--- config.mk ---
export PLATFORM = sky130hd
export DESIGN_NAME = gpp_top
export DESIGN_NICKNAME = d
export VERILOG_FILES = /design/src/gpp_bank.v /design/src/gpp_top.v
export VERILOG_INCLUDE_DIRS = /design/src
export SDC_FILE = /design/constraint.sdc
export NUM_CORES = 1
export LEC_CHECK = 0
export BUFFER_PORTS_ARGS = -buffer_cell sky130_fd_sc_hd__buf_2
export CORE_UTILIZATION = 51
export CTS_CLUSTER_DIAMETER = 120
export DETAILED_ROUTE_END_ITERATION = 10
export PLACE_DENSITY = 0.79
export SLEW_MARGIN = 20
export SYNTH_ARGS = -nofsm -noshare
export SYNTH_HDL_FRONTEND = slang
export SYNTH_SLANG_ARGS = --single-unit
--- constraint.sdc ---
create_clock -name CLK_I -period 2.9 [get_ports CLK_I]
set_input_delay 0.29 -clock CLK_I [delete_from_list [all_inputs] [get_ports CLK_I]]
set_output_delay 0.29 -clock CLK_I [all_outputs]
set_load 0.05 [all_outputs]
--- src/gpp_defs.vh ---
`ifndef GPP_DEFS_VH
`define GPP_DEFS_VH

// Register indices. The byte address of a register is four times its index.
`define GPP_IDX_PORT0_DATA    8'h80
`define GPP_IDX_PORT1_DATA    8'h90
`define GPP_IDX_PORT2_DATA    8'hA0
`define GPP_IDX_PORT0_DIR     8'hA4
`define GPP_IDX_PORT1_DIR     8'hA5
`define GPP_IDX_PORT2_DIR     8'hA6
`define GPP_IDX_PORT3_DIR     8'hA7
`define GPP_IDX_PORT3_DATA    8'hB0

// Bus address layout.
`define GPP_ADDR_W            12
`define GPP_IDX_LSB           2
`define GPP_IDX_MSB           9
`define GPP_VIEW_BIT          10
`define GPP_TOP_BIT           11

// Port widths.
`define GPP_PORT0_W           4
`define GPP_PORT1_W           8
`define GPP_PORT2_W           8
`define GPP_PORT3_W           6
`define GPP_REG_W             8

// Reset values and bus answers.
`define GPP_RST_ONES          8'hFF
`define GPP_ZERO32            32'h00000000
`define GPP_RESP_OKAY         2'h0
`define GPP_RESP_SLVERR       2'h2
`define GPP_SYNC_ZERO         8'h00

`endif

--- src/gpp_bank.v ---
`timescale 1ns/10ps
`include "gpp_defs.vh"

module gpp_bank #(
  parameter WIDTH = 8
) (
  input  wire             clk_i,
  input  wire             rst_i,
  input  wire             data_we_i,
  input  wire             dir_we_i,
  input  wire [7:0]       wdata_i,
  input  wire [WIDTH-1:0] pin_i,
  output reg  [WIDTH-1:0] data_o,
  output reg  [WIDTH-1:0] dir_o,
  output reg  [WIDTH-1:0] pin_oe_o,
  output reg  [WIDTH-1:0] pin_level_o
);

  reg [WIDTH-1:0] sync_first_reg;

  always @(posedge clk_i) begin
    if (rst_i) begin
      sync_first_reg <= {WIDTH{1'b0}};
      pin_level_o    <= {WIDTH{1'b0}};
    end else begin
      sync_first_reg <= pin_i;
      pin_level_o    <= sync_first_reg;
    end
  end

  always @(posedge clk_i) begin
    if (rst_i) begin
      data_o <= {WIDTH{1'b1}};
    end else if (data_we_i) begin
      data_o <= wdata_i[WIDTH-1:0];
    end
  end

  always @(posedge clk_i) begin
    if (rst_i) begin
      dir_o    <= {WIDTH{1'b1}};
      pin_oe_o <= {WIDTH{1'b0}};
    end else if (dir_we_i) begin
      dir_o    <= wdata_i[WIDTH-1:0];
      pin_oe_o <= ~wdata_i[WIDTH-1:0];
    end
  end

endmodule

--- src/gpp_top.v ---
// The AXI4-Lite interface to the registers is this design's own decision.
`timescale 1ns/10ps
`include "gpp_defs.vh"

// Summary of operation
// - Port one data register: eight read/write bits, reset to all ones.
// - Port two data register: eight read/write bits, reset to all ones.
// - Port three data: bits 5..0 read/write, reset ones; bits 7..6 read zero.
// - Port zero direction: bits 3..0 reset ones; bits 7..4 read zero.
// - Port one direction: eight read/write bits, reset to ones.
// - Port two direction: eight read/write bits, reset to ones.
// - Port three direction: bits 5..0 reset ones; bits 7..6 read zero.
// - Direction bit zero makes the pin a driven output.
// - Direction bit one leaves the pin undriven; all pins inputs after reset.
// - Plain data register read returns sampled pin levels.
// - Read-modify-write path reads the stored output latch regardless of direction.
// - Data register write updates the latch, driven on output pins.

module gpp_top (
  input  wire                     CLK_I,
  input  wire                     RESET_I,
  input  wire                     AWVALID_I,
  input  wire [`GPP_ADDR_W-1:0]   AWADDR_I,
  input  wire [2:0]               AWPROT_I,
  output reg                      AWREADY_O,
  input  wire                     WVALID_I,
  input  wire [31:0]              WDATA_I,
  input  wire [3:0]               WSTRB_I,
  output reg                      WREADY_O,
  output reg                      BVALID_O,
  output reg  [1:0]               BRESP_O,
  input  wire                     BREADY_I,
  input  wire                     ARVALID_I,
  input  wire [`GPP_ADDR_W-1:0]   ARADDR_I,
  input  wire [2:0]               ARPROT_I,
  output reg                      ARREADY_O,
  output reg                      RVALID_O,
  output reg  [31:0]              RDATA_O,
  output reg  [1:0]               RRESP_O,
  input  wire                     RREADY_I,
  input  wire [`GPP_PORT0_W-1:0]  PORT0_PIN_I,
  output wire [`GPP_PORT0_W-1:0]  PORT0_PIN_O,
  output wire [`GPP_PORT0_W-1:0]  PORT0_PIN_OE_O,
  input  wire [`GPP_PORT1_W-1:0]  PORT1_PIN_I,
  output wire [`GPP_PORT1_W-1:0]  PORT1_PIN_O,
  output wire [`GPP_PORT1_W-1:0]  PORT1_PIN_OE_O,
  input  wire [`GPP_PORT2_W-1:0]  PORT2_PIN_I,
  output wire [`GPP_PORT2_W-1:0]  PORT2_PIN_O,
  output wire [`GPP_PORT2_W-1:0]  PORT2_PIN_OE_O,
  input  wire [`GPP_PORT3_W-1:0]  PORT3_PIN_I,
  output wire [`GPP_PORT3_W-1:0]  PORT3_PIN_O,
  output wire [`GPP_PORT3_W-1:0]  PORT3_PIN_OE_O
);

  reg  [`GPP_ADDR_W-1:0]  wr_addr_reg;
  reg  [7:0]              wr_data_reg;
  reg                     wr_lane_reg;
  reg                     have_addr_reg;
  reg                     have_data_reg;

  wire                    aw_take;
  wire                    w_take;
  wire                    ar_take;
  wire                    wr_go;
  wire [7:0]              wr_idx;
  wire                    wr_hit;
  wire                    wr_en;
  wire [7:0]              rd_idx;
  wire                    rd_view_latch;

  wire [`GPP_PORT0_W-1:0] port_zero_data;
  wire [`GPP_PORT1_W-1:0] port_one_data;
  wire [`GPP_PORT2_W-1:0] port_two_data;
  wire [`GPP_PORT3_W-1:0] port_three_data;
  wire [`GPP_PORT0_W-1:0] port_zero_direction;
  wire [`GPP_PORT1_W-1:0] port_one_direction;
  wire [`GPP_PORT2_W-1:0] port_two_direction;
  wire [`GPP_PORT3_W-1:0] port_three_direction;
  wire [`GPP_PORT0_W-1:0] port_zero_level;
  wire [`GPP_PORT1_W-1:0] port_one_level;
  wire [`GPP_PORT2_W-1:0] port_two_level;
  wire [`GPP_PORT3_W-1:0] port_three_level;

  reg  [7:0]              rd_byte;
  reg                     rd_hit;

  assign aw_take       = AWVALID_I & AWREADY_O;
  assign w_take        = WVALID_I & WREADY_O;
  assign ar_take       = ARVALID_I & ARREADY_O;
  assign wr_go         = have_addr_reg & have_data_reg & ~BVALID_O;
  assign wr_idx        = wr_addr_reg[`GPP_IDX_MSB:`GPP_IDX_LSB];
  assign rd_idx        = ARADDR_I[`GPP_IDX_MSB:`GPP_IDX_LSB];
  assign rd_view_latch = ARADDR_I[`GPP_VIEW_BIT];

  assign wr_hit = ~wr_addr_reg[`GPP_TOP_BIT] &
                  ((wr_idx == `GPP_IDX_PORT0_DATA) | (wr_idx == `GPP_IDX_PORT1_DATA) |
                   (wr_idx == `GPP_IDX_PORT2_DATA) | (wr_idx == `GPP_IDX_PORT3_DATA) |
                   (wr_idx == `GPP_IDX_PORT0_DIR)  | (wr_idx == `GPP_IDX_PORT1_DIR)  |
                   (wr_idx == `GPP_IDX_PORT2_DIR)  | (wr_idx == `GPP_IDX_PORT3_DIR));
  assign wr_en  = wr_go & wr_hit & wr_lane_reg;

  // Write address and data are caught in either order.
  always @(posedge CLK_I) begin
    if (RESET_I) begin
      AWREADY_O     <= 1'b0;
      WREADY_O      <= 1'b0;
      have_addr_reg <= 1'b0;
      have_data_reg <= 1'b0;
      wr_addr_reg   <= {`GPP_ADDR_W{1'b0}};
      wr_data_reg   <= `GPP_SYNC_ZERO;
      wr_lane_reg   <= 1'b0;
      BVALID_O      <= 1'b0;
      BRESP_O       <= `GPP_RESP_OKAY;
    end else begin
      if (aw_take) begin
        AWREADY_O     <= 1'b0;
        have_addr_reg <= 1'b1;
        wr_addr_reg   <= AWADDR_I;
      end else if (~have_addr_reg & ~BVALID_O) begin
        AWREADY_O <= 1'b1;
      end
      if (w_take) begin
        WREADY_O      <= 1'b0;
        have_data_reg <= 1'b1;
        wr_data_reg   <= WDATA_I[7:0];
        wr_lane_reg   <= WSTRB_I[0];
      end else if (~have_data_reg & ~BVALID_O) begin
        WREADY_O <= 1'b1;
      end
      if (wr_go) begin
        have_addr_reg <= 1'b0;
        have_data_reg <= 1'b0;
        BVALID_O      <= 1'b1;
        BRESP_O       <= wr_hit ? `GPP_RESP_OKAY : `GPP_RESP_SLVERR;
      end else if (BVALID_O & BREADY_I) begin
        BVALID_O <= 1'b0;
      end
    end
  end

  // Read data selection.
  always @* begin
    rd_byte = `GPP_SYNC_ZERO;
    rd_hit  = ~ARADDR_I[`GPP_TOP_BIT];
    case (rd_idx)
      `GPP_IDX_PORT0_DATA: begin
        rd_byte = rd_view_latch ? {4'h0, port_zero_data} : {4'h0, port_zero_level};
      end
      `GPP_IDX_PORT1_DATA: begin
        rd_byte = rd_view_latch ? port_one_data : port_one_level;
      end
      `GPP_IDX_PORT2_DATA: begin
        rd_byte = rd_view_latch ? port_two_data : port_two_level;
      end
      `GPP_IDX_PORT3_DATA: begin
        rd_byte = rd_view_latch ? {2'h0, port_three_data} : {2'h0, port_three_level};
      end
      `GPP_IDX_PORT0_DIR: begin
        rd_byte = {4'h0, port_zero_direction};
      end
      `GPP_IDX_PORT1_DIR: begin
        rd_byte = port_one_direction;
      end
      `GPP_IDX_PORT2_DIR: begin
        rd_byte = port_two_direction;
      end
      `GPP_IDX_PORT3_DIR: begin
        rd_byte = {2'h0, port_three_direction};
      end
      default: begin
        rd_hit = 1'b0;
      end
    endcase
  end

  // Read channel answers one cycle after the address is taken.
  always @(posedge CLK_I) begin
    if (RESET_I) begin
      ARREADY_O <= 1'b0;
      RVALID_O  <= 1'b0;
      RDATA_O   <= `GPP_ZERO32;
      RRESP_O   <= `GPP_RESP_OKAY;
    end else begin
      if (ar_take) begin
        ARREADY_O <= 1'b0;
        RVALID_O  <= 1'b1;
        RDATA_O   <= rd_hit ? {24'h000000, rd_byte} : `GPP_ZERO32;
        RRESP_O   <= rd_hit ? `GPP_RESP_OKAY : `GPP_RESP_SLVERR;
      end else if (RVALID_O & RREADY_I) begin
        RVALID_O <= 1'b0;
      end else if (~RVALID_O) begin
        ARREADY_O <= 1'b1;
      end
    end
  end

  // Port banks; output pins show the latch, enables are the inverse of direction.
  gpp_bank #(
    .WIDTH(`GPP_PORT0_W)
  ) u_port0 (
    .clk_i       (CLK_I),
    .rst_i       (RESET_I),
    .data_we_i   (wr_en & (wr_idx == `GPP_IDX_PORT0_DATA)),
    .dir_we_i    (wr_en & (wr_idx == `GPP_IDX_PORT0_DIR)),
    .wdata_i     (wr_data_reg),
    .pin_i       (PORT0_PIN_I),
    .data_o      (port_zero_data),
    .dir_o       (port_zero_direction),
    .pin_oe_o    (PORT0_PIN_OE_O),
    .pin_level_o (port_zero_level)
  );

  gpp_bank #(
    .WIDTH(`GPP_PORT1_W)
  ) u_port1 (
    .clk_i       (CLK_I),
    .rst_i       (RESET_I),
    .data_we_i   (wr_en & (wr_idx == `GPP_IDX_PORT1_DATA)),
    .dir_we_i    (wr_en & (wr_idx == `GPP_IDX_PORT1_DIR)),
    .wdata_i     (wr_data_reg),
    .pin_i       (PORT1_PIN_I),
    .data_o      (port_one_data),
    .dir_o       (port_one_direction),
    .pin_oe_o    (PORT1_PIN_OE_O),
    .pin_level_o (port_one_level)
  );

  gpp_bank #(
    .WIDTH(`GPP_PORT2_W)
  ) u_port2 (
    .clk_i       (CLK_I),
    .rst_i       (RESET_I),
    .data_we_i   (wr_en & (wr_idx == `GPP_IDX_PORT2_DATA)),
    .dir_we_i    (wr_en & (wr_idx == `GPP_IDX_PORT2_DIR)),
    .wdata_i     (wr_data_reg),
    .pin_i       (PORT2_PIN_I),
    .data_o      (port_two_data),
    .dir_o       (port_two_direction),
    .pin_oe_o    (PORT2_PIN_OE_O),
    .pin_level_o (port_two_level)
  );

  gpp_bank #(
    .WIDTH(`GPP_PORT3_W)
  ) u_port3 (
    .clk_i       (CLK_I),
    .rst_i       (RESET_I),
    .data_we_i   (wr_en & (wr_idx == `GPP_IDX_PORT3_DATA)),
    .dir_we_i    (wr_en & (wr_idx == `GPP_IDX_PORT3_DIR)),
    .wdata_i     (wr_data_reg),
    .pin_i       (PORT3_PIN_I),
    .data_o      (port_three_data),
    .dir_o       (port_three_direction),
    .pin_oe_o    (PORT3_PIN_OE_O),
    .pin_level_o (port_three_level)
  );

  assign PORT0_PIN_O = port_zero_data;
  assign PORT1_PIN_O = port_one_data;
  assign PORT2_PIN_O = port_two_data;
  assign PORT3_PIN_O = port_three_data;

endmodule

==> results of run 1 <==
[metrics by stage]
| stage | instance area [um2] | worst slack (ns) | util (%) |
|---|---|---|---|
| after floorplan | 6510 | 0.721 | - |
| after global placement | 7000 | 0.630 | 57.8 |
| after detailed placement | 7000 | 0.543 | 57.8 |
| after CTS | 7630 | 0.514 | 63.0 |
| after global routing | 7630 | 0.427 | 63.0 |
| final | 7630 | 0.499 | 63.0 |
[layout by cell type (no fill, tap or decap), drive strengths merged, types with 24 or more instances in the layout]
cell type and n:
a21oi 42, buf 131, clkbuf 24, conb 26
dfxtp 165, mux2i 32, nand2 51, nand3 32
nor2 42, nor2b 53, o21ai 54
[final timing paths]
path	from	to	depth (start not counted)
min reg2reg	u_port0.sync_first_reg[3]$_SDFF_PP0_	u_port0.pin_level_o[3]$_SDFF_PP0_	1
min	PORT2_PIN_I[2]	u_port2.sync_first_reg[2]$_SDFF_PP0_	2
max	wr_addr_reg[3]$_SDFFE_PP0P_	u_port2.data_o[5]$_SDFFE_PP1P_	4
max reg2reg	wr_addr_reg[3]$_SDFFE_PP0P_	u_port2.data_o[5]$_SDFFE_PP1P_	4
[metal layers]
metal | global-route usage (%) | wire [um] | vias up
met1 | 30.2 | 6320 | 2406
met3 | 6.25 | 1150 | 31
met5 | 0 | 0 | -
met4 | 11.5 | 338 | 0
li1 | - | - | 2481
met2 | 40.2 | 7420 | 236
[kinds of logic after synthesis]
| family | Yosys count |
|---|---|
| other cells | 1 |
| compound gates | 137 |
| flops | 165 |
| simple gates | 231 |
| buf+inv | 86 |
| mux | 48 |
[cell type report]
| class | count | area [um2] | share of cell area, % |
|---|---|---|---|
| Timing Repair Buffer | 131 | 668 | 8.76 |
| Sequential cell | 165 | 3300 | 43.3 |
| Multi-Input combinational cell | 442 | 2760 | 36.1 |
| Tap cell | 168 | 210 | 2.75 |
| Clock inverter | 8 | 146 | 1.92 |
| Inverter | 17 | 63.8 | 0.836 |
| Clock buffer | 24 | 482 | 6.31 |
[cells in the mapped netlist (3+ instances only)]
library cell / count / share of area, %
o21a_1: 5 / 0.59
nor3_1: 5 / 0.39
buf_4: 26 / 3.0
nor2b_1: 53 / 5.2
a22oi_1: 6 / 0.70
dfxtp_1: 165 / 51
buf_1: 8 / 0.47
nand2b_1: 7 / 0.68
mux2i_1: 32 / 5.0
nor2_1: 41 / 2.4
nand3_1: 32 / 2.5
o21ai_0: 54 / 4.2
clkbuf_1: 28 / 1.6
or3_1: 19 / 1.9
buf_2: 3 / 0.23
nand2_1: 51 / 3.0
inv_1: 16 / 0.94
mux4_2: 14 / 4.9
a21oi_1: 42 / 3.3
and2_1: 4 / 0.39
o31a_1: 4 / 0.55
buf_6: 3 / 0.53
a31oi_1: 15 / 1.5
[power breakdown]
part           internal, W  switching (W)
Clock              0.00151       0.000859
Sequential         0.00232      0.0000411
Combinational     0.000110       0.000244
==> flow_metrics.tcl, run 1 <==
set metrics [dict create \
    fin_skew_ns 0.00867 \
    fin_crit_sh_pct 82.8 \
    muxShareOfSynthArea_pct 10.3 \
    drtIter0Drc 383 \
    overflow 0 \
    gp_congestion 0.835 \
    path_clk_slew_ns 0.06 \
    drive_above_1_share_pct 22.9 \
    fin_nets 873 \
    setup_viol 0 \
    fin_setup_tns_ns 0 \
    cts_buffers 17 \
    synth_cell_types 48 \
    crit_path_end_kind "flip-flop" \
    syn_area_per_cell_um2 9.60 \
    hold_viol_final 0 \
    die_w_um 114 \
    finalMaxSlewViolations 0 \
    required_ns 3.24 \
    grt_usage_pct 24.5 \
    synth-adder-area-share_pct 0 \
    cp-start-kind "flip-flop" \
    die_y_um 114 \
    relSlewSlack_pct 39.2 \
    max_stage_delay_ns 0.59 \
    total_power_w 0.00509 \
    crit_arrival_ns 2.74 \
    ios 192 \
    grt_first_pass_wirelength_um 24300 \
    synth_edf_count 0 \
    first_pass_iters 5 \
    cts_max_level 4 \
    worst_ir_drop_vdd_v 0.000480 \
    drc 0 \
    tightest_slew_ns 0.905 \
    grt_pass1_vias 4964 \
    synth_ff_type "dfxtp_1" \
    drv_cap 0 \
    regToRegSetupSlack_ns 0.50 \
    fill_cells 989 \
    post-route-min-period_ns 2.40 \
    synth_top_family_by_area "simple AND/OR/NAND/NOR gates" \
    root_buffer "clkbuf_16" \
    hpwl_um 10900 \
    cts_buffer_depth 2 \
    routed_wl_um 15200 \
    crit_fanout 8 \
    dpl.cell_count 923 \
    largest_reg_flops 9 \
    slowest_stage "and3b_1" \
    yosysSeqAreaShare_pct 51.5 \
    diodes 0 \
    synth_warnings 0 \
    clk_latency_ns 0.42 \
    status "finished, final reports clean" \
    rows 40 \
    finalNonFillerCells 955 \
    cts_tree "yes" \
    io_buffers 127 \
    cpLargestDelayFamily "simple AND/OR/NAND/NOR gates" \
    postCtsHoldBufs 0 \
    p_per_area_nw_per_um2 666 \
    num_vias 5154 \
    synth_compound_area_share_pct 12.2 \
    start_util_pct 53.0 \
    post_cts_buffers 0 \
    synth.cell_area_um2 6410 \
    grt_setup_unrepaired "no" \
    crit_chain "or4_1 -> nor4_2 -> and3b_1 -> mux2i_1" \
    die_area_um2 13000 \
    min_path_type "input port to flip-flop" \
    fin_hold_ws_ns 0.0737 \
    viasPerCell 5.40 \
    synthXorXnorAreaFrac_pct 0 \
    p_leak_nw 3.07 \
    fmax_mhz 416 \
    grt_max_degree 57 \
    antenna_found_initial 0 \
    cts_resized 0 \
    area_growth_pct 19.0 \
    wl_per_cell_um 15.9 \
    critPathKind "flip-flop to flip-flop" \
    core-area_um2 12100 \
    ys_ff_latch 165 \
    synth-simple-area-share_pct 19.0 \
    netlist_instances 668 \
    clock-sinks 165 \
    crit_buf_inv 0 \
    antenna_left 0 \
    async_reset_ff_share_pct 0 \
]
(Power assumes the default switching activity.)
==> run 2, diff against run 1 <==
- clock period: 2.9 -> 2.3 ns (I/O delays scaled with it)
==> run 2 against run 1 <==
  * Final area up 1.4%
  * Highest routed layer unchanged
  * Critical endpoint is now u_port2.dir_o[4]$_SDFFE_PP1P_
  * Clock power is 29% higher
  * Global-route usage grew 0.081 points
  * Register-to-register slack worse by 0.36 ns
  * Sequential share of layout area decreased by 0.59 points
==> flow_metrics.tcl, run 2 (same netlist as run 1, synthesis figures left out) <==
set metrics [dict create \
    fin_nets 884 \
    ios 192 \
    cts_buffer_depth 2 \
    antenna_found_initial 0 \
    setup_viol 0 \
    crit_arrival_ns 2.50 \
    die_w_um 114 \
    die_y_um 114 \
    post-route-min-period_ns 2.16 \
    drc 0 \
    die_area_um2 13000 \
    first_pass_iters 4 \
    largest_reg_flops 9 \
    grt_usage_pct 24.6 \
    cp-start-kind "flip-flop" \
    fin_hold_ws_ns 0.0128 \
    r2r-start "wr_addr_reg[9]$_SDFFE_PP0P_" \
    diodes 0 \
    worstRegToRegCells 5 \
    grt_first_pass_wirelength_um 24600 \
    fill_cells 957 \
    min_from "PORT3_PIN_I[0]" \
    fin_setup_tns_ns 0 \
    final_common_cell "dfxtp_1" \
    antenna_left 0 \
    wl_per_cell_um 16.0 \
    path_clk_slew_ns 0.07 \
    finalMaxSlewViolations 0 \
    worst_ir_drop_vdd_v 0.000446 \
    drtIter0Drc 378 \
    root_buffer "clkbuf_16" \
    crit_fanout 17 \
    p_per_area_nw_per_um2 837 \
    viasPerCell 5.34 \
    core-area_um2 12100 \
    final_util_pct 63.9 \
    grt_max_degree 54 \
    gp_congestion 0.845 \
    cts_max_level 4 \
    crit_path_end_kind "flip-flop" \
    place_area_um2 7090 \
    grt_setup_unrepaired "no" \
    drive_above_1_share_pct 24.4 \
    worstHoldPathCells 2 \
    area_growth_pct 20.6 \
    routed_wl_um 15500 \
    tightest_slew_ns 0.733 \
    fin_area_um2 7740 \
    fin_skew_ns 0.00824 \
    rows 40 \
    status "finished, final reports clean" \
    critPathKind "flip-flop to flip-flop" \
    total_power_w 0.00648 \
    grt_pass1_vias 5003 \
    hpwl_um 10900 \
    regToRegSetupSlack_ns 0.14 \
    hold_viol_final 0 \
    final_cell_mix "165 x dfxtp_1, 126 x buf_2, 54 x o21ai_0" \
    overflow 0 \
    required_ns 2.64 \
    io_buffers 127 \
    relSlewSlack_pct 51.1 \
    r2r_end "u_port2.dir_o[4]$_SDFFE_PP1P_" \
    clock-sinks 165 \
    start_util_pct 53.0 \
    num_vias 5158 \
    min_path_type "input port to flip-flop" \
    cts_buffers 17 \
    clk_latency_ns 0.42 \
    fmax_mhz 463 \
    fin_crit_sh_pct 94.0 \
    postCtsHoldBufs 0 \
    min_to "u_port3.sync_first_reg[0]$_SDFF_PP0_" \
    p_leak_nw 3.12 \
    drv_cap 0 \
    cts_tree "yes" \
]
==> run 2: cell types whose count changed in the layout (fill, tap and decap cells not counted) <==
cell / previous run / this run
buf_4: 5 / 16
clkbuf_1: 4 / 1
clkinvlp_4: 1 / 4
clkinv_2: 2 / 1
inv_6: 0 / 1
nor3_2: 1 / 0
nor3_4: 0 / 1
or3b_1: 1 / 0
or3b_4: 0 / 1
==> run 2: through the flow <==
stage / instances / setup WS [ns]
3_5_place_dp: 934 / 0.117
5_1_grt: 966 / 0.0662
3_3_place_gp: 934 / 0.157
2_1_floorplan: 693 / 0.121
6_report: 966 / 0.138
4_1_cts: 966 / 0.0970
==> run 2: report_power, final <==
part | internal [W] | total, W | switching [W]
Combinational | 0.000143 | 0.000456 | 0.000313
Sequential | 0.00293 | 0.00298 | 0.0000494
Clock | 0.00191 | 0.00305 | 0.00114
==> run 2: layout make-up <==
class / instances / area [um2] / share of cell area (%)
inverters: 17 / 63.8 / 0.825
flip-flops and latches: 165 / 3300 / 42.7
well taps: 168 / 210 / 2.72
clock buffers: 21 / 470 / 6.08
repair buffers: 142 / 751 / 9.70
clock inverters: 11 / 173 / 2.23
multi-input cells: 442 / 2770 / 35.8
==> run 2: repair_timing <==
item                       CTS  global route
setup endpoints to repair    0             5
setup buffers                0             0
resized for setup            0             2
hold endpoints to repair     0             0
==> run 2: worst max-delay path by stage <==
stage / startpoint / endpoint / slack [ns] / cells past startpoint
3_5_place_dp: wr_addr_reg[11]$_SDFFE_PP0P_ / u_port0.pin_oe_o[3]$_SDFFE_PP0P_ / 0.12 / 5
2_1_floorplan: BVALID_O$_SDFFE_PP0P_ / u_port2.pin_oe_o[5]$_SDFFE_PP0P_ / 0.12 / 6
5_1_grt: wr_addr_reg[11]$_SDFFE_PP0P_ / u_port1.pin_oe_o[2]$_SDFFE_PP0P_ / 0.07 / 5
4_1_cts: wr_addr_reg[11]$_SDFFE_PP0P_ / u_port2.dir_o[4]$_SDFFE_PP1P_ / 0.1 / 5
3_3_place_gp: wr_addr_reg[11]$_SDFFE_PP0P_ / u_port0.pin_oe_o[3]$_SDFFE_PP0P_ / 0.16 / 5
6_report: wr_addr_reg[9]$_SDFFE_PP0P_ / u_port2.dir_o[4]$_SDFFE_PP1P_ / 0.14 / 5
==> run 2: critical path, stage by stage (launching register included) <==
cell	delay, ns
dfxtp_1	0.33
or3b_4	0.42
or4_1	0.51
buf_4	0.22
nor2_4	0.32
mux2i_1	0.26
==> run 2: metal layers <==
metal	global-route usage, %	part of all wire [%]
met5	0	0
met4	8.48	1.9
met3	6.09	6.6
met2	42.0	49
met1	30.2	42
